===== src/rtl/apc_pkg.sv =====
// apc_pkg: register map, field positions and reset values of the power/output control bank
package apc_pkg;
    // register offsets (9-bit address space of the serial port)
    localparam logic [8:0] APC_ADDR_CHSEL_DATA = 9'h004;
    localparam logic [8:0] APC_ADDR_CHSEL_CLK = 9'h005;
    localparam logic [8:0] APC_ADDR_POWER = 9'h008;
    localparam logic [8:0] APC_ADDR_CLOCK = 9'h009;
    localparam logic [8:0] APC_ADDR_DIVIDER = 9'h00b;
    localparam logic [8:0] APC_ADDR_ENHANCE = 9'h00c;
    localparam logic [8:0] APC_ADDR_OUT_MODE = 9'h014;
    localparam logic [8:0] APC_ADDR_OUT_ADJ = 9'h015;
    localparam logic [8:0] APC_ADDR_OUT_PHASE = 9'h016;
    localparam logic [8:0] APC_ADDR_TRANSFER = 9'h0ff;
    localparam logic [8:0] APC_ADDR_RATE_OVR = 9'h100;
    localparam logic [8:0] APC_ADDR_IO_PD = 9'h101;
    // writable bit masks; other bits are open
    localparam logic [7:0] APC_MASK_CHSEL = 8'h0f;
    localparam logic [7:0] APC_MASK_POWER = 8'h23;
    localparam logic [7:0] APC_MASK_CLOCK = 8'h01;
    localparam logic [7:0] APC_MASK_DIVIDER = 8'h07;
    localparam logic [7:0] APC_MASK_ENHANCE = 8'h04;
    localparam logic [7:0] APC_MASK_OUT_MODE = 8'h45;
    localparam logic [7:0] APC_MASK_OUT_ADJ = 8'h31;
    localparam logic [7:0] APC_MASK_OUT_PHASE = 8'h7f;
    localparam logic [7:0] APC_MASK_RATE_OVR = 8'h47;
    localparam logic [7:0] APC_MASK_IO_PD = 8'h01;
    // fixed read-as-one bit of the output mode register
    localparam logic [7:0] APC_FIXED_OUT_MODE = 8'h02;
    // reset values
    localparam logic [7:0] APC_RST_CHSEL = 8'h0f;
    localparam logic [7:0] APC_RST_POWER = 8'h00;
    localparam logic [7:0] APC_RST_CLOCK = 8'h01;
    localparam logic [7:0] APC_RST_DIVIDER = 8'h00;
    localparam logic [7:0] APC_RST_ENHANCE = 8'h00;
    localparam logic [7:0] APC_RST_OUT_MODE = 8'h01;
    localparam logic [7:0] APC_RST_OUT_ADJ = 8'h00;
    localparam logic [7:0] APC_RST_OUT_PHASE = 8'h03;
    localparam logic [7:0] APC_RST_RATE_OVR = 8'h00;
    localparam logic [7:0] APC_RST_IO_PD = 8'h00;
    // field positions
    localparam int APC_POS_PWR_MODE = 0;
    localparam int APC_POS_PIN_STBY = 5;
    localparam int APC_POS_DCS = 0;
    localparam int APC_POS_CHOP = 2;
    localparam int APC_POS_REDUCED = 6;
    localparam int APC_POS_INVERT = 2;
    localparam int APC_POS_TWOS = 0;
    localparam int APC_POS_DRIVE2X = 0;
    localparam int APC_POS_TERM = 4;
    localparam int APC_POS_IN_PHASE = 4;
    localparam int APC_POS_OUT_PHASE = 0;
    localparam int APC_POS_XFER = 0;
    localparam int APC_POS_PD_DIS = 0;
    // other constants
    localparam logic [3:0] APC_OUT_PHASE_MAX = 4'hb;
    localparam int APC_NCH = 4;
    localparam int APC_NREG = 10;
    // power modes
    typedef enum logic [1:0] {
        APC_PM_NORMAL = 2'b00,
        APC_PM_POWERDOWN = 2'b01,
        APC_PM_STANDBY = 2'b10,
        APC_PM_DIGRESET = 2'b11
    } apc_pm_e;
endpackage


===== src/rtl/apc_ctrl.sv =====
// apc_ctrl: power mode, clocking and output configuration register bank
// Function
// - power mode 00 keeps all converter channels active
// - mode 01 stops datapath clocks, resets datapath, disables outputs
// - mode 10 standby stops datapath clocks and outputs, no reset
// - mode 11 resets datapath and disables outputs, clocks keep running, serial port excluded
// - serial port only reset by power-on reset, never disabled by modes
// - power bit 5 picks standby or full power-down for the pin
// - clock bit 0 resets to 1, stabilizer off
// - without serial port control the stabilizer is forced on
// - enhancement bit 2 enables first-stage chopping
// - output mode bit 6 selects reduced range; drive current automatic
// - output mode bit 2 inverts the serial output stream
// - output mode bit 0 defaults set: twos complement; clear: offset binary
// - output adjust bit 0 gives 2x drive on selected clock outputs
// - termination selected overrides 2x clock drive
// - output adjust bits 5:4 select termination resistor
// - input phase field delays sampling 0 to 7 input cycles
// - output phase field: 60 degree steps, codes 0 to 11, reset 180
// - sample rate override applies only on transfer bit 0 write
// - rate override limits capability and resolution, not the sample rate
// - io control bit 0 disables serial data pin pull-down
// - all other registers take effect immediately on write
// - channel-select low bits choose affected data and clock channels
module apc_ctrl
    import apc_pkg::*;
(
    // clock and power-on reset
    input wire logic clock,
    input wire logic nrst,
    // register access port
    input wire logic reg_wr,
    input wire logic reg_rd,
    input wire logic [8:0] reg_addr,
    input wire logic [7:0] reg_wdata,
    output logic [7:0] reg_rdata,
    // device pins and mode straps
    input wire logic power_down_pin,
    input wire logic serial_mode,
    // datapath control
    output logic dp_clk_en,
    output logic dp_reset,
    output logic out_enable,
    output logic [APC_NCH-1:0] chan_active,
    output logic dcs_enable,
    output logic chop_enable,
    output logic reduced_range,
    output logic auto_drive_current,
    output logic stream_invert,
    output logic twos_complement,
    output logic [1:0] term_sel,
    output logic [APC_NCH-1:0] clk_drive_2x,
    output logic [APC_NCH-1:0] data_lane_invert,
    output logic [2:0] in_phase_delay,
    output logic [3:0] data_clock_out_phase,
    output logic [7:0] rate_override,
    output logic pulldown_enable
);
    logic rst_s1_r, rst_n_r;
    logic [APC_NREG-1:0] wr_sel, rd_sel;
    logic [APC_NREG*8-1:0] regs, wr_mask;
    logic [7:0] mem_rdata;
    logic rd_pend_r, rd_pend_nxt;
    logic [7:0] r_chd, r_chc, r_pwr, r_clk, r_div, r_enh, r_om, r_oa, r_op, r_ovr, r_io;
    // per-channel invert store, written through the data channel select
    logic [APC_NCH-1:0] inv_r, inv_nxt;
    logic [7:0] ovr_r, ovr_nxt;
    logic dp_clk_en_nxt, dp_reset_nxt, out_enable_nxt, dcs_nxt, chop_nxt, red_nxt;
    logic sinv_nxt, twos_nxt, pd_nxt;
    logic [1:0] term_nxt;
    logic [APC_NCH-1:0] drv_nxt, act_nxt, dinv_nxt;
    logic [2:0] iph_nxt;
    logic [3:0] oph_nxt;
    logic [7:0] rdata_nxt;
    logic [1:0] eff_mode;
    logic [APC_NREG-1:0] slot;

    // only the power-on reset reaches this bank; no power mode resets it
    always_ff @(posedge clock or negedge nrst) begin
        if (!nrst) begin
            rst_s1_r <= 1'b0;
            rst_n_r <= 1'b0;
        end else begin
            rst_s1_r <= 1'b1;
            rst_n_r <= rst_s1_r;
        end
    end

    assign wr_mask = {APC_MASK_IO_PD, APC_MASK_RATE_OVR, APC_MASK_OUT_PHASE, APC_MASK_OUT_ADJ,
                      APC_MASK_OUT_MODE, APC_MASK_ENHANCE, APC_MASK_DIVIDER, APC_MASK_CLOCK,
                      APC_MASK_POWER, APC_MASK_CHSEL};

    // one store slot per mapped register; the data channel select has none, as it must
    // equal the clock one anyway; transfer has none either, it only strobes the staging
    always_comb begin
        slot = '0;
        case (reg_addr)
            APC_ADDR_CHSEL_CLK: begin
                slot[0] = 1'b1;
            end
            APC_ADDR_POWER: begin
                slot[1] = 1'b1;
            end
            APC_ADDR_CLOCK: begin
                slot[2] = 1'b1;
            end
            APC_ADDR_DIVIDER: begin
                slot[3] = 1'b1;
            end
            APC_ADDR_ENHANCE: begin
                slot[4] = 1'b1;
            end
            APC_ADDR_OUT_MODE: begin
                slot[5] = 1'b1;
            end
            APC_ADDR_OUT_ADJ: begin
                slot[6] = 1'b1;
            end
            APC_ADDR_OUT_PHASE: begin
                slot[7] = 1'b1;
            end
            APC_ADDR_RATE_OVR: begin
                slot[8] = 1'b1;
            end
            APC_ADDR_IO_PD: begin
                slot[9] = 1'b1;
            end
            default: begin
                slot = '0;
            end
        endcase
        wr_sel = slot & {APC_NREG{reg_wr}};
        rd_sel = slot & {APC_NREG{reg_rd}};
    end

    // every store register updates on the write itself
    apc_regmem #(
        .N(APC_NREG)
    ) u_mem (
        .clock(clock),
        .rst_n(rst_n_r),
        .wr_sel(wr_sel),
        .wr_data(reg_wdata),
        .wr_mask(wr_mask),
        .rd_sel(rd_sel),
        .rd_data(mem_rdata),
        .regs(regs)
    );

    assign r_chc = regs[0*8 +: 8];
    assign r_pwr = regs[1*8 +: 8];
    assign r_clk = regs[2*8 +: 8];
    assign r_div = regs[3*8 +: 8];
    assign r_enh = regs[4*8 +: 8];
    assign r_om = regs[5*8 +: 8];
    assign r_oa = regs[6*8 +: 8];
    assign r_op = regs[7*8 +: 8];
    assign r_ovr = regs[8*8 +: 8];
    assign r_io = regs[9*8 +: 8];
    // both channel selects must match, so the data select mirrors the clock one
    assign r_chd = r_chc;

    always_comb begin
        // pin overrides to standby or power-down
        if (power_down_pin) begin
            eff_mode = r_pwr[APC_POS_PIN_STBY] ? APC_PM_STANDBY : APC_PM_POWERDOWN;
        end else begin
            eff_mode = r_pwr[APC_POS_PWR_MODE +: 2];
        end
        dp_clk_en_nxt = 1'b1;
        dp_reset_nxt = 1'b0;
        out_enable_nxt = 1'b1;
        act_nxt = '1;
        case (eff_mode)
            APC_PM_NORMAL: begin
                act_nxt = '1;
            end
            APC_PM_POWERDOWN: begin
                dp_clk_en_nxt = 1'b0;
                dp_reset_nxt = 1'b1;
                out_enable_nxt = 1'b0;
                act_nxt = '0;
            end
            APC_PM_STANDBY: begin
                dp_clk_en_nxt = 1'b0;
                out_enable_nxt = 1'b0;
                act_nxt = '0;
            end
            APC_PM_DIGRESET: begin
                // register bank keeps running, only datapath is reset
                dp_reset_nxt = 1'b1;
                out_enable_nxt = 1'b0;
            end
            default: begin
                // unreachable; fail safe with datapath held and outputs off
                dp_clk_en_nxt = 1'b0;
                dp_reset_nxt = 1'b1;
                out_enable_nxt = 1'b0;
            end
        endcase
        // register reset state reads 1 meaning off; strap forces it on
        dcs_nxt = serial_mode ? ~r_clk[APC_POS_DCS] : 1'b1;
        chop_nxt = r_enh[APC_POS_CHOP];
        red_nxt = r_om[APC_POS_REDUCED];
        sinv_nxt = r_om[APC_POS_INVERT];
        twos_nxt = r_om[APC_POS_TWOS];
        term_nxt = r_oa[APC_POS_TERM +: 2];
        // termination wins over the stronger clock drive
        drv_nxt = '0;
        for (int c = 0; c < APC_NCH; c++) begin
            drv_nxt[c] = r_chc[c] & r_oa[APC_POS_DRIVE2X] & (term_nxt == 2'b00);
        end
        // invert applies to the channels selected at the time of write
        inv_nxt = inv_r;
        if (wr_sel[5]) begin
            for (int c = 0; c < APC_NCH; c++) begin
                if (r_chd[c]) begin
                    inv_nxt[c] = reg_wdata[APC_POS_INVERT];
                end
            end
        end
        dinv_nxt = inv_nxt;
        // phase limit against divider is the host's duty
        iph_nxt = r_op[APC_POS_IN_PHASE +: 3];
        // codes above the last step are not used by the host
        oph_nxt = r_op[APC_POS_OUT_PHASE +: 4];
        pd_nxt = ~r_io[APC_POS_PD_DIS];
    end

    // staged value only goes live on a transfer write
    always_comb begin
        ovr_nxt = ovr_r;
        if (reg_wr && reg_addr == APC_ADDR_TRANSFER && reg_wdata[APC_POS_XFER]) begin
            ovr_nxt = r_ovr;
        end
    end

    always_ff @(posedge clock or negedge rst_n_r) begin
        if (!rst_n_r) begin
            ovr_r <= APC_RST_RATE_OVR;
        end else begin
            ovr_r <= ovr_nxt;
        end
    end

    // read return: slot data is registered first, so the address must stay one more cycle
    always_comb begin
        rd_pend_nxt = reg_rd;
        // open bits and unmapped addresses read zero, fixed bit reads one
        rdata_nxt = mem_rdata;
        if (rd_pend_r && reg_addr == APC_ADDR_OUT_MODE) begin
            rdata_nxt = mem_rdata | APC_FIXED_OUT_MODE;
        end
        if (!rd_pend_r) begin
            rdata_nxt = reg_rdata;
        end
    end

    always_ff @(posedge clock or negedge rst_n_r) begin
        if (!rst_n_r) begin
            rd_pend_r <= 1'b0;
            reg_rdata <= 8'h00;
        end else begin
            rd_pend_r <= rd_pend_nxt;
            reg_rdata <= rdata_nxt;
        end
    end

    always_ff @(posedge clock or negedge rst_n_r) begin
        if (!rst_n_r) begin
            inv_r <= '0;
            dp_clk_en <= 1'b0;
            dp_reset <= 1'b1;
            out_enable <= 1'b0;
            chan_active <= '0;
            dcs_enable <= 1'b0;
            chop_enable <= 1'b0;
            reduced_range <= 1'b0;
            auto_drive_current <= 1'b1;
            stream_invert <= 1'b0;
            twos_complement <= 1'b1;
            term_sel <= 2'b00;
            clk_drive_2x <= '0;
            data_lane_invert <= '0;
            in_phase_delay <= 3'h0;
            data_clock_out_phase <= 4'h3;
            rate_override <= APC_RST_RATE_OVR;
            pulldown_enable <= 1'b1;
        end else begin
            inv_r <= inv_nxt;
            dp_clk_en <= dp_clk_en_nxt;
            dp_reset <= dp_reset_nxt;
            out_enable <= out_enable_nxt;
            chan_active <= act_nxt;
            dcs_enable <= dcs_nxt;
            chop_enable <= chop_nxt;
            reduced_range <= red_nxt;
            auto_drive_current <= 1'b1;
            stream_invert <= sinv_nxt;
            twos_complement <= twos_nxt;
            term_sel <= term_nxt;
            clk_drive_2x <= drv_nxt;
            data_lane_invert <= dinv_nxt;
            in_phase_delay <= iph_nxt;
            data_clock_out_phase <= oph_nxt;
            rate_override <= ovr_r;
            pulldown_enable <= pd_nxt;
        end
    end
endmodule


===== src/rtl/apc_regmem.sv =====
// apc_regmem: small register store with masked write and registered read data
module apc_regmem
    import apc_pkg::*;
#(
    parameter int N = 10
) (
    // clock and reset
    input wire logic clock,
    input wire logic rst_n,
    // write side
    input wire logic [N-1:0] wr_sel,
    input wire logic [7:0] wr_data,
    input wire logic [N*8-1:0] wr_mask,
    // read side
    input wire logic [N-1:0] rd_sel,
    output logic [7:0] rd_data,
    output logic [N*8-1:0] regs
);
    logic [N*8-1:0] regs_nxt;
    logic [7:0] rd_nxt;

    always_comb begin
        regs_nxt = regs;
        rd_nxt = 8'h00;
        for (int i = 0; i < N; i++) begin
            if (wr_sel[i]) begin
                // open bits drop writes
                regs_nxt[i*8 +: 8] = wr_data & wr_mask[i*8 +: 8];
            end
            if (rd_sel[i]) begin
                rd_nxt = rd_nxt | (regs[i*8 +: 8] & wr_mask[i*8 +: 8]);
            end
        end
    end

    // reset values are fixed constants, so the async branch loads no signal
    always_ff @(posedge clock or negedge rst_n) begin
        if (!rst_n) begin
            regs <= {APC_RST_IO_PD, APC_RST_RATE_OVR, APC_RST_OUT_PHASE, APC_RST_OUT_ADJ,
                     APC_RST_OUT_MODE, APC_RST_ENHANCE, APC_RST_DIVIDER, APC_RST_CLOCK,
                     APC_RST_POWER, APC_RST_CHSEL};
            rd_data <= 8'h00;
        end else begin
            regs <= regs_nxt;
            rd_data <= rd_nxt;
        end
    end
endmodule


===== config.mk =====
export PLATFORM = sky130hd
export DESIGN_NAME = apc_ctrl
export DESIGN_NICKNAME = d
export VERILOG_FILES = /design/src/rtl/apc_pkg.sv /design/src/rtl/apc_ctrl.sv /design/src/rtl/apc_regmem.sv
export SDC_FILE = /design/constraint.sdc
export NUM_CORES = 1
export LEC_CHECK = 0
export BUFFER_PORTS_ARGS = -buffer_cell sky130_fd_sc_hd__buf_2
export CAP_MARGIN = 40
export CORE_MARGIN = 2
export CORE_UTILIZATION = 49
export CTS_CLUSTER_SIZE = 30
export DETAILED_ROUTE_END_ITERATION = 10
export PLACE_DENSITY = 0.76
export RECOVER_POWER = 25
export SYNTH_ARGS = -nofsm -noshare
export SYNTH_HDL_FRONTEND = slang
export SYNTH_SLANG_ARGS = --single-unit

===== constraint.sdc =====
create_clock -name clock -period 2.59 [get_ports clock]
set_input_delay 0.518 -clock clock [delete_from_list [all_inputs] [get_ports clock]]
set_output_delay 0.518 -clock clock [all_outputs]
set_load 0.03 [all_outputs]

## Word level (Yosys, flattened, before mapping)

Cells that the tools add are included.

| operators by class | value |
|---|---|
| eq/ne operators | 14 |
| mux-type cells | 28 |
| bitwise operators | 21 |
| reductions and logical operators | 11 |

Operators with widths:

| cell | number |
|---|---|
| $mux 8 | 9 |
| $eq 9x4->1 const B | 4 |
| $eq 9x5->1 const B | 3 |
| $or 8x7->8 | 3 |
| $and 10x10->10 | 2 |
| $eq 9x9->1 const B | 2 |
| $or 8x1->8 | 2 |
| $or 8x3->8 | 2 |
| $mux 1 | 14 |
| $eq 9x3->1 const B | 1 |
| $eq 9x8->1 const B | 1 |
| $and 1x1->1 | 8 |
| $mux 4 | 2 |
| $or 8x6->8 | 1 |
| $reduce_and 2->1 | 4 |
| $mux 2 | 3 |
| $or 4x6->6 | 1 |
| $eq 2x2->1 const B | 2 |
| $reduce_or 2->1 | 2 |
| $logic_and 1x1->1 | 3 |
| $reduce_or 3->1 | 1 |
| $eq 2x1->1 const B | 1 |
| $logic_not 2->1 | 1 |
| $not 1->1 | 2 |

| word-level totals | value |
|---|---|
| bits in registers | 87 |
| input port bits | 23 |
| logic and storage cells | 109 |

## Logic depth before layout (Yosys ltp)

| logic depth | value |
|---|---|
| depth after elaboration | 22 |
| mapped depth | 5 |

## Modules after synthesis

Synthesis repeated with hierarchy kept, for this count alone.

| second synthesis, totals | value |
|---|---|
| cells, all modules | 589 |
| area total of the unflattened synthesis | 5989.5 µm² |

Modules (own cells, without submodules):

| module | times used | cells an instance | area each (µm²) | seq. area each (µm²) |
|---|---|---|---|---|
| apc_regmem | 1 | 444 | 4016.4 | 2212.1 |
| apc_ctrl | 1 | 145 | 1973.1 | 1332.5 |

## Worst setup path before layout

Ideal clock, no wire load.

| timing | value |
|---|---|
| path kind | input port to flip-flop |
| start point | in reg_addr[5] |
| end point | reg u_mem.regs[24] |
| library setup time | 125 ps |
| arrival time | 1902 ps |
| path slack | 563 ps |
| cell stages on the path | 5 |
| cell sequence | or4_4 -> buf_6 -> nor3b_4 -> nand4_4 -> mux2_4 |

| between the ends | value |
|---|---|
| cells in the longest elaborated chain, start to end | 3 |

Ends and longest elaborated chain:

| item | RTL line | RTL |
|---|---|---|
| from (decl) | apc_ctrl.sv:34 | `input wire logic [8:0] reg_addr,` |
| $eq 9x4->1 | apc_ctrl.sv:97 | `case (reg_addr)` |
| $mux 1 | apc_ctrl.sv:97 |  |
| $and 10x10->10 | apc_ctrl.sv:132 | `wr_sel = slot & {APC_NREG{reg_wr}};` |
| to (signal assigned) | apc_regmem.sv:39 | `regs <= {APC_RST_IO_PD, APC_RST_RATE_OVR, APC_RST_OUT_PHASE, APC_RST_OUT_ADJ,` |
| to (signal assigned) | apc_regmem.sv:44 | `regs <= regs_nxt;` |
| to (decl) | apc_regmem.sv:17 | `output logic [N*8-1:0] regs` |

Every way passes these cells.
A chain may end at the register's enable or synchronous reset.

## Worst setup path after layout

| timing | value |
|---|---|
| start point | in reg_addr[5] |
| end point | reg u_mem.regs[62] |

| between the ends | value |
|---|---|
| cells in the longest elaborated chain, start to end | 3 |

Ends and longest elaborated chain:

| item | RTL line |
|---|---|
| $eq 9x5->1 | apc_ctrl.sv:97 |
| $mux 1 | apc_ctrl.sv:97 |
| $and 10x10->10 | apc_ctrl.sv:132 |

Every way passes these cells.

==> impl_results.md <==
* First-pass GRT wire length at 10100 um
* Die area at 7500 um^2
* Synth Area in Adders at 0.374%
* WL/cell at 16.6 um
* Vias per cell at 5.23
* Clock net sink count at 81
* Synth area leader: dfrtp_1
* Final setup fails at 0
* CTS Buf Count at 9
* Die H at 86.6 um
* Global Route Usage Sum at 18.3%
* # diodes at 0
* Critical path's largest stage delay at 0.72 ns
* Critical path class: primary input to register
* Final Hold Viols at 0
* Mux cell area share after synthesis at 16.7%
* Worst clock skew at 0.0102 ns
* Pwr Density at 624 nW/um^2
* RD Place Congestion at 0.853
* Drt drc at 0
* Post-DP HPWL at 4680 um
* Synthesized area per cell at 13.9 um^2
* Peak Freq at 510 MHz
* Core footprint at 6680 um^2
* Post-synth EDFFs at 0
* Pleak at 1.97 nW
* Reg-to-Reg Start: u_mem.regs[0]
* Clock period minus worst slack at 1.96 ns
* Top cells by count, synth: 68 x dfrtp_1, 42 x mux2_2, 15 x nand2_1
* Boundary Pins at 70
* Simple-Gate Fraction of Synth Area at 12.5%
* Sequential area share after synthesis at 61.1%
* Fill cells at 579
* Inst Count DP at 371
* Rel. slew slack at 22.0%
* Hold Path Origin: serial_mode
* Synth Instances at 240
* Max IR drop VDD at 0.000304 V
* CTS tree: yes
* Hold WC Path Type: primary input to register
* First DRT Iteration DRCs at 73
* Period Utilization, post-route at 75.8%
* Crit-path leading delay family: simple AND/OR/NAND/NOR gates
* Post-synthesis register bit count at 81
* # Post-CTS Setup Buffers at 0
* DR vias at 2030
* Root Driver: clkbuf_8
* Slowest-stage cell, CP: or4b_2
* Main synth FF type: dfrtp_1
* Async SR Flop Fraction at 100%
* CP arrival at 2.19 ns
* Area Overhead vs Synth at 15.8%
* Setup crit start kind: primary input
* Post-Route WL at 6440 um
* Worst-margin pin slew at 1.17 ns
* Die span in x at 86.6 um
* Area contributors post-synth: dfrtp_1 51%, mux2_2 14%, dfstp_2 10%
* Setup TNS at 0 ns
* Max-capacitance violation count at 0
* Drt pass-1 iters at 4
* Worst path cell trace: buf_2 -> or4b_2 -> nor2_4 -> nand3_2 -> mux2_2
* IO Port Bufs at 62
* Area share of the largest cell type after synthesis at 50.9%
* ANT nets after route at 0
* CTS clock-pin slew for the worst setup and hold paths at 0.08 ns
* Status: finished clean
* Layout Cells excl Fill at 388
* Clock Latency Late Sink at 0.34 ns
* FP Rows at 30
* Vias in the first global route at 1975
* H-tree Lvls at 3
* Crit path launch: reg_addr[5]
* Layout net count at 327
* Crit Path Max Fanout at 9
* Synth Area in XOR/XNOR at 0%
* CP Capture Type: register
* Main combinational cell family by area after synthesis: multiplexers
* Cell Area, Synth at 3340 um^2
* Overflow after GRT at 0
* Ratio of cells with drive above 1 in the final layout at 46.4%
* WP data required at 2.82 ns
* Worst path buffer plus inverter count at 1
* Starting Density at 50.0%
* Largest net degree at the start of global routing at 54
* Synth cell types at 49
* RSZ-0062 raised after global routing: false
* CTS max path bufs at 2
* Slew Viols, Final at 0
* Initial antenna violation count at 0
* Compound-gate portion of the synthesized area at 3.82%
* Most frequent cell after synthesis: dfrtp_1
* Hold slack final at 0.333 ns
* Syn. warnings at 0
-- cells by family (layout without fill, tap and decap cells) --
family	Yosys count	count (layout)
AO/OA/AOI/OAI	17	17
adder cells (fa/ha/maj)	1	1
buffers and inverters	24	87
flip-flops	81	81
multiplexers	49	49
other	2	7
AND/OR/NAND/NOR	66	66
-- through the flow --
stage	instance area (um^2)	util [%]	setup WS, ns	power, mW
2_1_floorplan	3360	-	0.190	1.46
3_3_place_gp	3630	54.4	0.293	1.50
3_5_place_dp	3660	54.8	0.264	1.51
4_1_cts	3880	58.1	0.628	2.44
5_1_grt	3870	58.0	0.578	2.51
6_report	3870	58.0	0.628	2.42
-- metal layers --
layer / routed length (um) / GRT usage [%]
met2: 3170 / 28.6
met1: 2900 / 24.4
met4: 151 / 8.95
met3: 220 / 3.90
met5: 0 / 0
-- cell usage in the layout (no fill, tap or decap), types with 3 or more instances in the layout --
cell | synthesis | final
a22oi_1 | 3 | 3
and2_1 | 6 | 6
buf_2 | 1 | 60
clkbuf_1 | 2 | 4
clkbuf_8 | 2 | 12
conb_1 | 2 | 7
dfrtp_1 | 68 | 68
dfstp_1 | 0 | 4
dfstp_2 | 13 | 9
inv_1 | 5 | 5
mux2_2 | 42 | 42
mux2_4 | 3 | 3
mux2i_1 | 4 | 4
nand2_1 | 15 | 15
nand3_1 | 10 | 10
nand4_1 | 3 | 3
nor2_1 | 6 | 6
nor2b_1 | 3 | 3
nor3b_1 | 4 | 4
o211ai_1 | 4 | 4
-- report_power, final --
group / switching, mW / internal, mW / leakage, nW
Combinational: 0.109 / 0.0521 / 0.797
Clock: 0.415 / 0.524 / 0.107
Sequential: 0.0244 / 1.29 / 1.06
Total: 0.548 / 1.87 / 1.97
-- final cells by class --
| class | instances | area [um^2] | area share, % |
|---|---|---|---|
| repair buffers | 66 | 360 | 9.31 |
| inverters | 5 | 18.8 | 0.485 |
| flip-flops and latches | 81 | 2040 | 52.8 |
| multi-input cells | 140 | 1140 | 29.5 |
| clock buffers | 14 | 173 | 4.46 |
| clock inverters | 2 | 35.0 | 0.905 |
| well taps | 80 | 100 | 2.58 |
-- what timing repair did --
action	in CTS	in global routing
hold endpoints to repair	2	0
hold buffers	1	0
gates resized for setup	0	0
-- worst paths after layout --
| check | slack (ns) | end | cells after the start |
|---|---|---|---|
| worst max-delay path | 0.63 | u_mem.regs[62] | 5 |
| worst min-delay path | 0.33 | dcs_enable | 2 |
| worst max register to register | 1.20 | u_mem.rd_data[0] | 4 |
| worst min register to register | 0.36 | rst_n_r | 0 |
| max in group asynchronous | 1.23 | pulldown_enable | 1 |
| min in group asynchronous | 0.48 | data_clock_out_phase[3] | 0 |
-- worst register-to-register path, delay by kind of cell (launching register included) --
family | cells | cell delay (ns)
DFF | 1 | 0.56
AOI/OAI and AO/OA | 3 | 0.46
and+or+nand+nor | 1 | 0.28
-- flip-flops by register name (all words and copies together) (netlist names), 2 cells and up --
register and cells:
inv_r 4, u_mem.regs 30, rate_override 4, u_mem.rd_data 7, in_phase_delay 3, data_clock_out_phase 4, clk_drive_2x 4, reg_rdata 7
ovr_r 4, term_sel 2
Power figures use the tool's default switching activity.
